File: src/design/brdc_pkg.sv
// Package for the bridge range decode and configuration registers.
// Assumes a single 100 MHz clock domain and a plain register port.
package brdc_pkg;
    // Register indices; byte address on the register port is index times four
    localparam logic [7:0] OFF_ERR_STATUS = 8'h71;
    localparam logic [7:0] OFF_MEM_GAP = 8'h78;
    localparam logic [7:0] OFF_MEM_GAP_UPPER = 8'h7a;
    localparam logic [7:0] OFF_FRAME_BUF = 8'h7c;
    localparam logic [7:0] OFF_HIGH_GAP_START = 8'h88;
    localparam logic [7:0] OFF_HIGH_GAP_END = 8'h8c;
    localparam logic [7:0] OFF_IO_WIN_ONE = 8'h98;
    localparam logic [7:0] OFF_PCI_RESET_CTL = 8'h9c;
    localparam logic [7:0] OFF_IO_WIN_TWO = 8'ha0;
    localparam int ADDR_W = 10;

    // Writable bit masks; ERR_MASK holds the event-set, write-one-to-clear error flags (reserved bits read zero)
    localparam logic [7:0] ERR_MASK = 8'h71;
    localparam logic [15:0] MEM_GAP_MASK = 16'hfcf0;
    localparam logic [15:0] MEM_GAP_UPPER_MASK = 16'h0fff;
    localparam logic [31:0] FRAME_BUF_MASK = 32'hfff01a9f;
    localparam logic [31:0] HIGH_GAP_START_MASK = 32'h8000ffff;
    localparam logic [31:0] HIGH_GAP_END_MASK = 32'h0000ffff;
    localparam logic [31:0] IO_WIN_MASK = 32'hfff0fff1;
    localparam logic [7:0] PCI_RESET_MASK = 8'h01;

    // Reset values
    localparam logic [31:0] IO_WIN_RESET_COMPAT = 32'hfff00001;
    localparam logic [31:0] IO_WIN_RESET_AUX = 32'hfff00000;

    // Error status flag positions
    localparam int ERR_SHUTDOWN_BIT = 0;
    localparam int ERR_ADDR_PAR_BIT = 4;
    localparam int ERR_RD_PAR_BIT = 5;
    localparam int ERR_WR_PAR_BIT = 6;

    // Field positions
    localparam int MG_EN_BIT = 15;
    localparam int MG_SIZE_LSB = 10;
    localparam int MG_START_LSB = 4;
    localparam int FB_START_LSB = 20;
    localparam int FB_VGA_BIT = 12;
    localparam int FB_EN_BIT = 11;
    localparam int FB_NOLOCK_BIT = 9;
    localparam int FB_NOFLUSH_BIT = 7;
    localparam int HG_EN_BIT = 31;
    localparam int IO_END_LSB = 20;
    localparam int IO_START_LSB = 4;
    localparam int IO_EN_BIT = 0;

    // Size codes: FB codes are the mask of address bits A[24:20] ignored in the compare; MG codes are decoded to that mask
    localparam logic [4:0] MG_SZ_1M = 5'h00;
    localparam logic [4:0] MG_SZ_2M = 5'h04;
    localparam logic [4:0] MG_SZ_4M = 5'h0c;
    localparam logic [4:0] MG_SZ_8M = 5'h1c;
    localparam logic [4:0] MG_SZ_16M = 5'h1e;
    localparam logic [4:0] MG_SZ_32M = 5'h1f;
    localparam logic [4:0] FB_SZ_1M = 5'h00;
    localparam logic [4:0] FB_SZ_2M = 5'h01;
    localparam logic [4:0] FB_SZ_4M = 5'h03;
    localparam logic [4:0] FB_SZ_8M = 5'h07;
    localparam logic [4:0] FB_SZ_16M = 5'h0f;
    localparam logic [4:0] FB_SZ_32M = 5'h1f;

    // VGA window A0000-BFFFF: A[35:17] compare value
    localparam logic [18:0] VGA_BASE_A17 = 19'h00005;
    localparam logic [18:0] VGA_MASK_A17 = 19'h7ffff;

    // PCI reset pulse timing
    localparam int PCI_RST_US = 1000;
    localparam int CLK_MHZ = 100;
    localparam int PCI_RST_CYCLES = PCI_RST_US * CLK_MHZ;

    // Host request and routing answer
    typedef struct packed {
        logic valid;
        logic is_io;
        logic locked;
        logic deferred;
        logic [35:0] addr;
    } brdc_req_t;

    typedef struct packed {
        logic to_pci;
        logic exclusive;
        logic flush_inbound;
    } brdc_route_t;

    typedef enum logic [1:0] {
        BRDC_RST_POWER = 2'b00,
        BRDC_RST_IDLE = 2'b01,
        BRDC_RST_PULSE = 2'b10
    } brdc_rst_state_t;
endpackage : brdc_pkg

File: src/design/brdc_top.sv
// Range decode, error status and PCI reset control of a host-to-PCI bridge.
// Assumes one clock, synchronous inputs and a plain register port.
`timescale 1ns/100ps
`default_nettype none
module brdc_top #(
    parameter bit COMPAT = 1'b1,
    parameter int RST_CYCLES = brdc_pkg::PCI_RST_CYCLES
) (
    input wire logic clk,
    input wire logic reset_n,
    input wire logic [brdc_pkg::ADDR_W-1:0] reg_addr,
    input wire logic [31:0] reg_wdata,
    input wire logic reg_wr,
    input wire logic reg_rd,
    output logic [31:0] reg_rdata,
    input wire logic ev_wr_perr,
    input wire logic ev_rd_par_bad,
    input wire logic ev_addr_par_bad,
    input wire logic ev_shutdown,
    input wire logic init_on_shutdown,
    output logic init_req,
    input wire brdc_pkg::brdc_req_t host_req,
    output brdc_pkg::brdc_route_t host_route,
    input wire brdc_pkg::brdc_req_t pci_req,
    output logic pci_to_host,
    output logic pci_reset_out_n
);
    // Elaboration check on the pulse length
    if (RST_CYCLES < 1) begin : g_bad_rst_cycles
        $error("RST_CYCLES must be at least one");
    end

    logic [7:0] err_r;
    logic [15:0] mg_r;
    logic [15:0] mgu_r;
    logic [31:0] fb_r;
    logic [31:0] hgs_r;
    logic [31:0] hge_r;
    logic [31:0] io1_r;
    logic [31:0] io2_r;
    logic [7:0] prst_r;
    logic [31:0] rdata_r;

    // Register address decode (index times four)
    function automatic logic hit(input logic [brdc_pkg::ADDR_W-1:0] a, input logic [7:0] idx);
        hit = (a == {idx, 2'b00});
    endfunction : hit

    wire logic wr_err = reg_wr && hit(reg_addr, brdc_pkg::OFF_ERR_STATUS);
    wire logic wr_mg = reg_wr && hit(reg_addr, brdc_pkg::OFF_MEM_GAP);
    wire logic wr_mgu = reg_wr && hit(reg_addr, brdc_pkg::OFF_MEM_GAP_UPPER);
    wire logic wr_fb = reg_wr && hit(reg_addr, brdc_pkg::OFF_FRAME_BUF);
    wire logic wr_hgs = reg_wr && hit(reg_addr, brdc_pkg::OFF_HIGH_GAP_START);
    wire logic wr_hge = reg_wr && hit(reg_addr, brdc_pkg::OFF_HIGH_GAP_END);
    wire logic wr_io1 = reg_wr && hit(reg_addr, brdc_pkg::OFF_IO_WIN_ONE);
    wire logic wr_prst = reg_wr && hit(reg_addr, brdc_pkg::OFF_PCI_RESET_CTL);
    wire logic wr_io2 = reg_wr && hit(reg_addr, brdc_pkg::OFF_IO_WIN_TWO);

    // Error events; set wins over clear
    wire logic [7:0] err_set = ({7'h00, ev_shutdown && COMPAT} << brdc_pkg::ERR_SHUTDOWN_BIT)
        | ({7'h00, ev_addr_par_bad} << brdc_pkg::ERR_ADDR_PAR_BIT)
        | ({7'h00, ev_rd_par_bad} << brdc_pkg::ERR_RD_PAR_BIT)
        | ({7'h00, ev_wr_perr} << brdc_pkg::ERR_WR_PAR_BIT);
    wire logic [7:0] err_clr = wr_err ? reg_wdata[7:0] : 8'h00;
    wire logic [7:0] err_nxt = ((err_r & ~err_clr) | err_set) & brdc_pkg::ERR_MASK;

    localparam logic [31:0] IO_RST_VAL = COMPAT ? brdc_pkg::IO_WIN_RESET_COMPAT : brdc_pkg::IO_WIN_RESET_AUX;

    // Read mux, reserved bits masked to zero
    logic [31:0] rd_mux;
    always_comb begin
        rd_mux = 32'h0000_0000;
        if (hit(reg_addr, brdc_pkg::OFF_ERR_STATUS)) rd_mux = {24'h0, err_r};
        if (hit(reg_addr, brdc_pkg::OFF_MEM_GAP)) rd_mux = {16'h0, mg_r};
        if (hit(reg_addr, brdc_pkg::OFF_MEM_GAP_UPPER)) rd_mux = {16'h0, mgu_r};
        if (hit(reg_addr, brdc_pkg::OFF_FRAME_BUF)) rd_mux = fb_r;
        if (hit(reg_addr, brdc_pkg::OFF_HIGH_GAP_START)) rd_mux = hgs_r;
        if (hit(reg_addr, brdc_pkg::OFF_HIGH_GAP_END)) rd_mux = hge_r;
        if (hit(reg_addr, brdc_pkg::OFF_IO_WIN_ONE)) rd_mux = io1_r;
        if (hit(reg_addr, brdc_pkg::OFF_PCI_RESET_CTL)) rd_mux = {24'h0, prst_r};
        if (hit(reg_addr, brdc_pkg::OFF_IO_WIN_TWO)) rd_mux = io2_r;
    end

    // Register file
    always_ff @(posedge clk or negedge reset_n) begin
        if (!reset_n) begin
            err_r <= 8'h00;
            mg_r <= 16'h0000;
            mgu_r <= 16'h0000;
            fb_r <= 32'h0000_0000;
            hgs_r <= 32'h0000_0000;
            hge_r <= 32'h0000_0000;
            io1_r <= IO_RST_VAL;
            io2_r <= IO_RST_VAL;
            prst_r <= 8'h00;
            rdata_r <= 32'h0000_0000;
        end else begin
            err_r <= err_nxt;
            if (wr_mg) mg_r <= reg_wdata[15:0] & brdc_pkg::MEM_GAP_MASK;
            if (wr_mgu) mgu_r <= reg_wdata[15:0] & brdc_pkg::MEM_GAP_UPPER_MASK;
            if (wr_fb) fb_r <= reg_wdata & brdc_pkg::FRAME_BUF_MASK;
            if (wr_hgs) hgs_r <= reg_wdata & brdc_pkg::HIGH_GAP_START_MASK;
            if (wr_hge) hge_r <= reg_wdata & brdc_pkg::HIGH_GAP_END_MASK;
            if (wr_io1) io1_r <= reg_wdata & brdc_pkg::IO_WIN_MASK;
            if (wr_io2) io2_r <= reg_wdata & brdc_pkg::IO_WIN_MASK;
            if (wr_prst) prst_r <= reg_wdata[7:0] & brdc_pkg::PCI_RESET_MASK;
            rdata_r <= reg_rd ? rd_mux : 32'h0000_0000;
        end
    end
    assign reg_rdata = rdata_r;

    // Size code to A[24:20] don't-care mask
    function automatic logic [4:0] mg_size_mask(input logic [4:0] code);
        case (code)
            brdc_pkg::MG_SZ_1M: mg_size_mask = 5'h00;
            brdc_pkg::MG_SZ_2M: mg_size_mask = 5'h01;
            brdc_pkg::MG_SZ_4M: mg_size_mask = 5'h03;
            brdc_pkg::MG_SZ_8M: mg_size_mask = 5'h07;
            brdc_pkg::MG_SZ_16M: mg_size_mask = 5'h0f;
            brdc_pkg::MG_SZ_32M: mg_size_mask = 5'h1f;
            default: mg_size_mask = 5'h00;
        endcase
    endfunction : mg_size_mask

    function automatic logic [4:0] fb_size_mask(input logic [4:0] code);
        case (code)
            brdc_pkg::FB_SZ_1M: fb_size_mask = 5'h00;
            brdc_pkg::FB_SZ_2M: fb_size_mask = 5'h01;
            brdc_pkg::FB_SZ_4M: fb_size_mask = 5'h03;
            brdc_pkg::FB_SZ_8M: fb_size_mask = 5'h07;
            brdc_pkg::FB_SZ_16M: fb_size_mask = 5'h0f;
            brdc_pkg::FB_SZ_32M: fb_size_mask = 5'h1f;
            default: fb_size_mask = 5'h00;
        endcase
    endfunction : fb_size_mask

    // Memory gap: base A[35:20] from upper and lower registers
    wire logic [3:0] mg_start = mg_r[brdc_pkg::MG_START_LSB +: 4];
    wire logic [15:0] mg_base = {mgu_r[11:0], mg_start};
    wire logic [15:0] mg_dc = {11'h000, mg_size_mask(mg_r[brdc_pkg::MG_SIZE_LSB +: 5])};
    wire logic mg_on = mg_r[brdc_pkg::MG_EN_BIT] && (mg_start != 4'h0);
    function automatic logic mg_hit(input logic [35:0] a);
        mg_hit = mg_on && (((a[35:20] ^ mg_base) & ~mg_dc) == 16'h0000);
    endfunction : mg_hit

    // Frame buffer window within A[31:20]
    wire logic [11:0] fb_start = fb_r[brdc_pkg::FB_START_LSB +: 12];
    wire logic [11:0] fb_dc = {7'h00, fb_size_mask(fb_r[4:0])};
    wire logic fb_on = fb_r[brdc_pkg::FB_EN_BIT] && (fb_start != 12'h000);
    function automatic logic fb_hit(input logic [35:0] a);
        fb_hit = fb_on && (a[35:32] == 4'h0) && (((a[31:20] ^ fb_start) & ~fb_dc) == 12'h000);
    endfunction : fb_hit

    // VGA window gets frame buffer handling when enabled
    function automatic logic vga_fb(input logic [35:0] a);
        vga_fb = fb_r[brdc_pkg::FB_VGA_BIT]
            && ((a[35:17] & brdc_pkg::VGA_MASK_A17) == (brdc_pkg::VGA_BASE_A17 & brdc_pkg::VGA_MASK_A17));
    endfunction : vga_fb

    // High memory gap, inclusive start to end in 1 MB steps
    wire logic [15:0] hg_start = hgs_r[15:0];
    wire logic hg_on = hgs_r[brdc_pkg::HG_EN_BIT] && (hg_start != 16'h0000);
    function automatic logic hg_hit(input logic [35:0] a);
        hg_hit = hg_on && (a[35:20] >= hg_start) && (a[35:20] <= hge_r[15:0]);
    endfunction : hg_hit

    // I/O windows on A[15:4]; result is enable bit when inside
    function automatic logic [1:0] io_win(input logic [31:0] w, input logic [15:0] a);
        logic in_win;
        in_win = (a[15:4] >= w[brdc_pkg::IO_START_LSB +: 12]) && (a[15:4] <= w[brdc_pkg::IO_END_LSB +: 12]);
        io_win = {in_win, w[brdc_pkg::IO_EN_BIT]};
    endfunction : io_win

    // Claim decision: does the bridge own this address for PCI
    function automatic logic claims(input brdc_pkg::brdc_req_t r);
        logic [1:0] w1;
        logic [1:0] w2;
        w1 = io_win(io1_r, r.addr[15:0]);
        w2 = io_win(io2_r, r.addr[15:0]);
        if (r.is_io) begin
            if (w1[1]) claims = w1[0];
            else if (w2[1]) claims = w2[0];
            else claims = COMPAT;
        end else begin
            claims = mg_hit(r.addr) || fb_hit(r.addr) || hg_hit(r.addr);
        end
    endfunction : claims

    // Host side routing; PCI side takes the opposite decision
    wire logic host_claim = host_req.valid && claims(host_req);
    wire logic host_fb = !host_req.is_io && (fb_hit(host_req.addr) || vga_fb(host_req.addr));
    wire logic fb_nolock = host_fb && fb_r[brdc_pkg::FB_NOLOCK_BIT];
    wire logic fb_noflush = host_fb && fb_r[brdc_pkg::FB_NOFLUSH_BIT] && !host_req.deferred;

    // VGA accesses carry the handling attributes; their routing is decided elsewhere
    wire logic host_vga = host_req.valid && !host_req.is_io && vga_fb(host_req.addr);
    wire logic host_handled = host_claim || host_vga;

    always_comb begin
        host_route.to_pci = host_claim;
        host_route.exclusive = host_handled && host_req.locked && !fb_nolock;
        host_route.flush_inbound = host_handled && !host_req.is_io && !fb_noflush;
    end
    assign pci_to_host = pci_req.valid && !claims(pci_req);

    // Shutdown init request, gated by the external control setting
    always_ff @(posedge clk or negedge reset_n) begin
        if (!reset_n) init_req <= 1'b0;
        else init_req <= COMPAT && ev_shutdown && init_on_shutdown;
    end

    // PCI reset pulse: asserted through device reset, and on a 0-to-1 write
    brdc_pkg::brdc_rst_state_t rst_st_r;
    brdc_pkg::brdc_rst_state_t rst_st_nxt;
    logic [31:0] rst_cnt_r;
    logic [31:0] rst_cnt_nxt;
    logic prst_q_r;
    wire logic prst_rise = prst_r[0] && !prst_q_r;

    always_comb begin
        rst_st_nxt = rst_st_r;
        rst_cnt_nxt = rst_cnt_r;
        case (rst_st_r)
            brdc_pkg::BRDC_RST_POWER,
            brdc_pkg::BRDC_RST_PULSE: begin
                if (rst_cnt_r >= 32'(RST_CYCLES - 1)) begin
                    rst_st_nxt = brdc_pkg::BRDC_RST_IDLE;
                    rst_cnt_nxt = 32'h0;
                end else begin
                    rst_cnt_nxt = rst_cnt_r + 32'h1;
                end
            end
            brdc_pkg::BRDC_RST_IDLE: begin
                if (prst_rise) begin
                    rst_st_nxt = brdc_pkg::BRDC_RST_PULSE;
                    rst_cnt_nxt = 32'h0;
                end
            end
            default: begin
                rst_st_nxt = brdc_pkg::BRDC_RST_POWER;
                rst_cnt_nxt = 32'h0;
            end
        endcase
    end

    // Reset pulse state registers
    always_ff @(posedge clk or negedge reset_n) begin
        if (!reset_n) begin
            rst_st_r <= brdc_pkg::BRDC_RST_POWER;
            rst_cnt_r <= 32'h0;
            prst_q_r <= 1'b0;
            pci_reset_out_n <= 1'b0;
        end else begin
            rst_st_r <= rst_st_nxt;
            rst_cnt_r <= rst_cnt_nxt;
            prst_q_r <= prst_r[0];
            pci_reset_out_n <= (rst_st_nxt == brdc_pkg::BRDC_RST_IDLE);
        end
    end
endmodule : brdc_top
`default_nettype wire

File: config.mk
export PLATFORM = sky130hd
export DESIGN_NAME = brdc_top
export DESIGN_NICKNAME = d
export VERILOG_FILES = /design/src/design/brdc_pkg.sv /design/src/design/brdc_top.sv
export SDC_FILE = /design/constraint.sdc
export NUM_CORES = 1
export LEC_CHECK = 0
export BUFFER_PORTS_ARGS = -buffer_cell sky130_fd_sc_hd__buf_2
export CORE_MARGIN = 3
export CORE_UTILIZATION = 48
export CTS_CLUSTER_SIZE = 28
export DETAILED_ROUTE_END_ITERATION = 8
export PLACE_DENSITY = 0.74
export REMOVE_ABC_BUFFERS = 1
export SYNTH_ARGS = -nofsm -noshare
export SYNTH_HDL_FRONTEND = slang
export SYNTH_SLANG_ARGS = --single-unit
File: constraint.sdc
create_clock -name clk -period 4.1 [get_ports clk]
set_clock_uncertainty 0.15 [all_clocks]
set_input_delay 0.205 -clock clk [delete_from_list [all_inputs] [get_ports clk]]
set_output_delay 0.205 -clock clk [all_outputs]
set_load 0.005 [all_outputs]
Word level (Yosys, flattened, before mapping)
Index checks and enable logic that the tools add are counted.

Add/sub/neg operators: 1. Bitwise operators: 16. Magnitude comparators: 13. Multiplexer cells: 25. Equal/unequal tests: 24. Reduce and logical (&&, ||, !) cells: 64.

Operator list (count): 2-to-1 mux 32 bit (11); case mux 32 bit (2 select lines) (1); == test 10 bit, second input constant (5); case mux 5 bit (5 select lines) (2); >= comparator 12 bit (4); less-or-equal comparator 12 bit (4); logical AND 1 bit (41); == test 10 x 9 -> 1 bit, second input constant (4); adder 32 x 1 -> 32 bit, second input constant (1); bitwise AND 16 bit (2); >= comparator 16 bit (2); >= comparator 32 x 17 -> 1 bit, second input constant (1); less-or-equal comparator 16 bit (2); logical NOT 16 bit (2); XOR 16 bit (2); bitwise AND 12 bit (2); logical NOT 12 bit (2); XOR 12 bit (2); == test 5 bit, second input constant (4); == test 19 x 3 -> 1 bit, second input constant (1); NOT 5 -> 16 bit (1); nonzero test 16 bit (1); 2-to-1 mux 7 bit (2); NOT 5 -> 12 bit (1); 23 further kinds (43).

Input bits: 131. Bits in registers: 200.

Longest topological paths before layout
Gate-level depths: netlist (run 1).

Depth after elaboration: 13. Mapped depth: 10. Depth with buffers taken out: 10.

Worst setup path after synthesis (run 1)
OpenSTA, ideal clock, no wires.

Kind: reg-to-output. From: register io1_r[21]. To: output port pci_to_host. Path buffers: 0. Cell stages (with the launch flop): 11. Slack: 1.428 ns. Data arrival time: 2.317 ns. Path through: dfstp_2 inv_1 ha_1 nor2b_1 o21a_1 o21a_1 o21bai_1 a21o_1 a21oi_1 or4b_2 o211ai_1.

Word-level cells in the longest chain between the ends: 6.

Ends and longest elaborated chain: start: declaration (line brdc_top.sv:39) `logic [31:0] io1_r;`; start signal: assignment (line brdc_top.sv:104) `if (wr_io1) io1_r <= reg_wdata & brdc_pkg::IO_WIN_MASK;`; less-or-equal comparator 12 bit (line brdc_top.sv:170) `in_win = (a[15:4] >= w[brdc_pkg::IO_START_LSB +: 12]) && (a[15:4] <= w[brdc_pkg::IO_END_LSB +: 12]);`; logical AND 1 bit (line brdc_top.sv:170); 2-to-1 mux 1 bit (line brdc_top.sv:181) `if (w1[1]) claims = w1[0];`; 2-to-1 mux 1 bit (line brdc_top.sv:180) `if (r.is_io) begin`; logical NOT 1 bit (line brdc_top.sv:204) `assign pci_to_host = pci_req.valid && !claims(pci_req);`; logical AND 1 bit (line brdc_top.sv:204); end: declaration (line brdc_top.sv:25) `output logic pci_to_host,`.

No other way between the ends.

==> summary.md, run 1 <==
| Metric | Value |
|---|---|
| Status | `finished, final reports clean` |
| Clk sinks | `196` |
| Cell Area, Synth | `12800 µm²` |
| RSZ-0062 raised after global routing | `false` |
| Post-route ant nets | `0` |
| Setup crit end kind | `output pin` |
| FF-to-FF Start | `rst_cnt_r[0]$_DFFE_PN0P_` |
| Peak Freq | `270 MHz` |
| Ports | `169` |
| Top cells by area, synth | `dfrtp_1 (33%), ha_1 (16%), mux2_2 (11%)` |
| Post_cts resized | `0` |
| Vias in the first global route | `11242` |
| Crit start category | `flip-flop` |
| H-tree depth | `4` |
| Sequential Power Share | `46.6%` |
| Register Area | `4940 µm²` |
| Via count | `10971` |
| Minimum clock period | `3710 ps` |
| Worst slew pin tran | `905 ps` |
| Seq cells post-synth | `196` |
| Crit path capture | `host_route[1]` |
| Routed length per instance | `21.8 µm` |
| Fin. Hold Viols | `0` |
| Starting Density | `49.0%` |
| Flop2flop setup slack | `1280 ps` |
| Area of the multi-input gates | `7420 µm²` |
| Async SR Flop Fraction | `100%` |
| Critical Path RT | `3740 ps` |
| Area delta synth->final | `16.4%` |
| Post-Syn Area per Cell | `10.3 µm²` |
| Most frequent cells after synthesis | `dfrtp_1 (170), ha_1 (161), mux2_2 (127)` |
| CTS tree | `built` |
| Final Net Count | `1723` |
| Combinational share of power | `12.3%` |
| Crit. Startpoint | `io1_r[31]$_DFFE_PN1P_` |
| Type of the tightest min-delay check | `in2reg` |
| P_sw | `1.14 mW` |
| Clock buffer depth | `2` |
| Filler cell count | `2237` |
| Area of the die | `28700 µm²` |
| Switching share of total power | `26.9%` |
| Most instantiated library cell after synthesis | `dfrtp_1` |
| PwrDens | `284 nW/µm²` |
| Distinct cells, synth | `67` |
| Total Wirelength | `38800 µm` |
| Drt via density | `6.16` |
| Number of I/O port buffers | `145` |
| Num rows | `59` |
| EDFF count, synth | `0` |
| Post-route setup TNS | `0 ps` |
| Max-slew violations | `0` |
| Reg-to-reg endpoint | `rst_cnt_r[5]$_DFFE_PN0P_` |
| Initial drt markers | `940` |
| Pleak | `6.79 nW` |
| Tcrit/Tclk final | `90.5%` |
| Post-CTS Setup Inserts | `0` |
| Core area | `26200 µm²` |
| Slew headroom | `39.6%` |
| Post-synth top area share | `33.1%` |
| Dpl hpwl | `29900 µm` |
| Post-synthesis sequential area ratio | `38.5%` |
| GRT overflow | `0` |
| Layout cells sized above 1 | `24.6%` |
| Clock root buffer master | `clkbuf_16` |
| Initial antenna violation count | `1` |
| CTS clk-pin slew, worst paths | `80 ps` |
| Synth area leader | `dfrtp_1` |
| Crit path DAT | `3350 ps` |
| Total track usage | `27.4%` |
| Pint | `3.11 mW` |
| YS warnings | `0` |
| CTS Hold Bufs | `37` |
| Top FF cell, synth | `dfrtp_1` |
| Die H | `170 µm` |
| Global-route wire length before repair | `60900 µm` |
| CP Max Fanout | `3` |
| WS Path Type | `reg2out` |
| Cells after Synth | `1247` |
| R2r worst-path depth | `7` |
| Pre-Repair DR Iteration Count | `5` |
| DRC viols | `0` |
| Final setup fails | `0` |
| Gpl congestion | `0.933` |
| Largest net degree at the start of global routing | `112` |
| Maximum vdd drop | `0.000284 V` |
| Max Cap Viol | `0` |
| Clock share of power | `41.1%` |
| Pwr Total | `4.25 mW` |
| Die X | `170 µm` |
| Worst-Skew Late Latency | `450 ps` |
| Inserted Clock Buffers | `17` |
layer usage:
| layer | GRT usage [%] | wire (µm) |
|---|---|---|
| met3 | 4.24 | 2630 |
| met2 | 44.6 | 18000 |
| met1 | 37.1 | 16800 |
| met4 | 10.1 | 1370 |
| met5 | 0 | 0 |
area by class of cell:
class,count,share of cell area (%)
Antenna cell,1,0.0167
Clock buffer,17,2.85
Clock inverter,15,1.26
Inverter,88,2.21
Multi-Input combinational cell,931,49.7
Sequential cell,196,33.0
Tap cell,335,2.81
Timing Repair Buffer,197,8.15
per-stage QoR:
step / worst slack, ps / hold slack (ps) / area [µm²] / cells / util [%]
2_1_floorplan: 1400 / -241 / 12700 / 1215 / -
3_3_place_gp: 866 / 219 / 14000 / 1710 / 53.3
3_5_place_dp: 853 / 219 / 14000 / 1710 / 53.3
4_1_cts: 380 / 8.96 / 14900 / 1779 / 57.0
5_1_grt: 229 / 13.9 / 14900 / 1780 / 57.0
6_report: 391 / 21.6 / 14900 / 1780 / 57.0
kinds of logic (layout without fill, tap and decap cells):
family | after synthesis | after routing | share of synthesized area (%)
AO/OA/AOI/OAI | 292 | 292 | 14.9
XOR/XNOR | 56 | 56 | 3.82
adder cells (fa/ha/maj) | 161 | 161 | 15.7
buffers and inverters | 123 | 317 | 3.88
flip-flops | 196 | 196 | 38.5
multiplexers | 129 | 129 | 11.3
other | 1 | 5 | 0.0292
AND/OR/NAND/NOR | 289 | 289 | 11.9
power groups by stage:
stage / clock network [mW] / registers [mW] / logic, mW
2_1_floorplan: 0 / 2.01 / 0.247
3_3_place_gp: 0 / 2.02 / 0.470
3_5_place_dp: 0 / 2.02 / 0.488
4_1_cts: 1.76 / 1.98 / 0.517
5_1_grt: 1.84 / 1.98 / 0.585
6_report: 1.75 / 1.98 / 0.521
worst max-delay path, cell delays in order (launching register included):
cell and delay, ps:
dfstp_2 540, inv_1 60, ha_1 310, a21oi_1 170, o21ai_0 110, a2111oi_0 430, a21oi_1 160, nor3_1 190
mux2i_1 430, and2_1 210, o2bb2ai_1 140, buf_2 140
worst min-delay path by stage:
stage / to / start / cells past startpoint
2_1_floorplan: err_r[0]$_DFF_PN0_ / reset_n / 0
3_3_place_gp: fb_r[26]$_DFFE_PN0P_ / reset_n / 1
3_5_place_dp: reg_rdata[25]$_DFF_PN0_ / reset_n / 1
4_1_cts: mgu_r[0]$_DFFE_PN0P_ / reg_wdata[0] / 2
5_1_grt: mgu_r[0]$_DFFE_PN0P_ / reg_wdata[0] / 2
6_report: mgu_r[0]$_DFFE_PN0P_ / reg_wdata[0] / 2
layout by cell type, fill, tap and decap left out, types with 12 or more instances in the layout:
cell type and instances:
dfrtp_1 170, ha_1 161, buf_2 144, mux2_2 127
inv_1 88, o21ai_0 68, nand2_1 59, a21oi_1 58
xnor2_1 45, nor2_1 43, a22oi_1 42, dlygate4sd3_1 37
nand4_1 30, a21o_1 29, nand3_1 28, dfstp_2 26
nor4_1 23, and2_1 21, and3_1 17, clkbuf_16 17
nor3_1 16, a31oi_1 15, buf_4 15, nand2b_1 13
o211ai_1 13, nor2b_1 12
registers in the layout, summed over array words and instances, names as in the netlist:
register and count:
prst_r 1, hgs_r 17, io1_r 25, init_req 1
rst_st_r 2, io2_r 25, rst_cnt_r 32, pci_reset_out_n 1
mg_r 10, fb_r 21, hge_r 16, err_r 4
prst_q_r 1, reg_rdata 28, mgu_r 12
Power figures use the tool's default switching activity.
==> inputs of run 2 (changes only) <==
CORE_MARGIN = 2   (was 3)
==> run 2 against run 1 <==
Net effect:
- the run now ends with design-rule violations left
- global-route usage up 0.49 points
- sequential cell count unchanged
- critical path depth unchanged
- count of clock-buffer cells in the layout up 2
- sequential power about the same
- total power down 0.63%
- non-clock buffer count down 1
- final cell count down 0.11%
- largest cell class unchanged
==> summary.md, run 2 (same netlist as run 1, synthesis figures left out) <==
| Metric | Value |
|---|---|
| Status | `finished, violations left (was finished, final reports clean)` |
| Failing checks | `design-rule violations` |
| Post-CTS Setup Inserts | `0 (unchanged)` |
| Fin. Hold Viols | `0 (unchanged)` |
| Inserted Clock Buffers | `17 (unchanged)` |
| Dpl ws | `948 ps (was 853 ps)` |
| Area delta synth->final | `16.3% (was 16.4%)` |
| Post-route ant nets | `0 (unchanged)` |
| Critical Path RT | `3740 ps (about the same)` |
| PwrDens | `283 nW/µm² (was 284 nW/µm²)` |
| Area of the die | `28100 µm² (was 28700 µm²)` |
| P_sw | `1.17 mW (was 1.14 mW)` |
| Maximum vdd drop | `0.000256 V (was 0.000284 V)` |
| Clock share of power | `40.7% (was 41.1%)` |
| Number of diodes | `0 (was 1)` |
| Pleak | `6.78 nW (was 6.79 nW)` |
| Slew headroom | `37.4% (was 39.6%)` |
| Dpl hpwl | `29900 µm (about the same)` |
| Worst path cell trace | `inv_1, ha_1, a21oi_1, o21ai_0, a2111oi_0, a21oi_1, nor3_1, mux2i_1, a22oi_1, o2bb2ai_1, buf_2 (was inv_1, ha_1, a21oi_1, o21ai_0, a2111oi_0, a21oi_1, nor3_1, mux2i_1, and2_1, o2bb2ai_1, buf_2)` |
| Largest net degree at the start of global routing | `110 (was 112)` |
| Most common cell after layout, fill and taps aside | `dfrtp_1 (unchanged)` |
| Via count | `10965 (was 10971)` |
| Critical path's slowest cell | `dfstp_2 (unchanged)` |
| Final Instance Area | `14900 µm² (about the same)` |
| Max-slew violations | `0 (unchanged)` |
| Slowest stage delay, CP | `550 ps (was 540 ps)` |
| Global-route wire length before repair | `60600 µm (was 60900 µm)` |
| Commonest non-fill, non-tap cells in the layout | `dfrtp_1 (170), ha_1 (161), buf_2 (144) (unchanged)` |
| Max FFs per register | `32 (unchanged)` |
| Final Net Count | `1722 (was 1723)` |
| Number of I/O port buffers | `145 (unchanged)` |
| Largest reg by FF count | `rst_cnt_r (unchanged)` |
| DRC viols | `11 (was 0)` |
| Layout cells sized above 1 | `24.4% (was 24.6%)` |
| Die H | `168 µm (was 170 µm)` |
| Setup crit end kind | `output pin (unchanged)` |
| Pre-Repair DR Iteration Count | `7 (was 5)` |
| Type of the tightest min-delay check | `in2reg (unchanged)` |
| CTS tree | `built (unchanged)` |
| Vias in the first global route | `11111 (was 11242)` |
| Crit path DAT | `3300 ps (was 3350 ps)` |
| Routed length per instance | `21.9 µm (was 21.8 µm)` |
| Initial drt markers | `1078 (was 940)` |
| Core area | `26100 µm² (was 26200 µm²)` |
| Total Wirelength | `39000 µm (was 38800 µm)` |
| Switching share of total power | `27.7% (was 26.9%)` |
| RSZ-0062 raised after global routing | `false (unchanged)` |
| Total track usage | `27.8% (was 27.4%)` |
| H-tree depth | `4 (unchanged)` |
| Worst slew pin tran | `936 ps (was 905 ps)` |
| Sequential Power Share | `46.9% (was 46.6%)` |
| Critical path buffers and inverters | `2 (unchanged)` |
| Worst setup margin | `446 ps (was 391 ps)` |
| Num rows | `59 (unchanged)` |
| Initial antenna violation count | `0 (was 1)` |
| WS Path Type | `reg2out (unchanged)` |
| Flop2flop setup slack | `1320 ps (was 1280 ps)` |
| Max Cap Viol | `0 (unchanged)` |
| Combinational share of power | `12.4% (was 12.3%)` |
| Final setup fails | `0 (unchanged)` |
| Tcrit/Tclk final | `89.1% (was 90.5%)` |
| Clock root buffer master | `clkbuf_16 (unchanged)` |
| CTS clk-pin slew, worst paths | `80 ps (about the same)` |
| GRT overflow | `0 (unchanged)` |
| Drt via density | `6.17 (was 6.16)` |
| Delay-heaviest family, CP | `compound AO/OA/AOI/OAI gates (unchanged)` |
| Minimum clock period | `3650 ps (was 3710 ps)` |
| Worst-Skew Late Latency | `440 ps (was 450 ps)` |
| CP most frequent cell | `a21oi_1 (unchanged)` |
| Clock buffer depth | `2 (unchanged)` |
| CP Max Fanout | `3 (unchanged)` |
| Crit start category | `flip-flop (unchanged)` |
| Post-route setup TNS | `0 ps (unchanged)` |
| Post-DP Area | `14000 µm² (about the same)` |
| Pint | `3.05 mW (was 3.11 mW)` |
| Die X | `168 µm (was 170 µm)` |
| Clk sinks | `196 (unchanged)` |
| Peak Freq | `274 MHz (was 270 MHz)` |
| Ports | `169 (unchanged)` |
| Starting Density | `49.1% (was 49.0%)` |
| Gpl congestion | `0.971 (was 0.933)` |
-- run 2: cell count changes in the layout (fill, tap and decap cells not counted) --
| cell | before | now |
|---|---|---|
| diode_2 | 1 | 0 |
| clkinv_2 | 2 | 0 |
| inv_6 | 5 | 2 |
| bufinv_16 | 2 | 1 |
| inv_8 | 3 | 5 |
| clkbuf_1 | 0 | 2 |
| clkinv_4 | 0 | 2 |
| buf_12 | 0 | 1 |
| buf_4 | 15 | 13 |
-- run 2: power groups by stage --
stage               registers (mW)  logic, mW  clock network (mW)
floorplan                     2.01      0.247                   0
global placement              2.02      0.471                   0
detailed placement            2.02      0.490                   0
CTS                           1.98      0.518                1.73
global route                  1.98      0.583                1.81
finish                        1.98      0.524                1.72
-- run 2: worst register-to-register path, stage by stage (launching register included) --
cell     delay (ps)
dfrtp_1         410
ha_1            250
and4_4          210
or3_1           310
a21oi_1         180
o21ai_1         100
a311o_1         650
o41ai_1         430
-- run 2: area by class of cell --
cell class                      instances  area [µm²]
Timing Repair Buffer                  196        1220
Tap cell                              335         419
Sequential cell                       196        4940
Multi-Input combinational cell        931        7420
Clock buffer                           19         433
Inverter                               88         330
Clock inverter                         13         161
Fill cell                            2302       11200
-- run 2: path summary, 6_finish.rpt --
check	start	endpoint	cells past startpoint
worst max-delay path	io1_r[29]$_DFFE_PN1P_	host_route[1]	11
worst min-delay path	reg_wdata[5]	hgs_r[5]$_DFFE_PN0P_	2
worst max register to register	rst_cnt_r[0]$_DFFE_PN0P_	rst_cnt_r[5]$_DFFE_PN0P_	7
worst min register to register	prst_r[0]$_DFFE_PN0P_	prst_q_r$_DFF_PN0_	0
max in group asynchronous	reset_n	io1_r[22]$_DFFE_PN1P_	3
min in group asynchronous	reset_n	reg_rdata[26]$_DFF_PN0_	2
-- run 2: stage by stage --
step | power, mW | cells | utilization (%) | hold slack [ps]
floorplan | 2.25 | 1215 | - | -241
global placement | 2.49 | 1709 | 53.4 | 231
detailed placement | 2.51 | 1709 | 53.4 | 239
CTS | 4.23 | 1778 | 57.1 | 1.08
global route | 4.38 | 1778 | 57.1 | 10.9
finish | 4.22 | 1778 | 57.1 | 9.26
-- run 2: repair_timing --
action,in CTS,in global routing
resized for setup,0,0
endpoints found under the hold margin,199,0
hold buffers,37,0
-- run 2: per-layer routing --
| metal | part of all wire, % | global-route usage [%] | wire, µm | vias to the layer above |
|---|---|---|---|---|
| met5 | 0 | 0 | 0 | - |
| met4 | 2.9 | 9.64 | 1120 | 0 |
| met3 | 7.1 | 3.95 | 2750 | 91 |
| met2 | 47 | 46.2 | 18300 | 472 |
| met1 | 43 | 37.5 | 16800 | 5425 |
| li1 | - | - | - | 4977 |
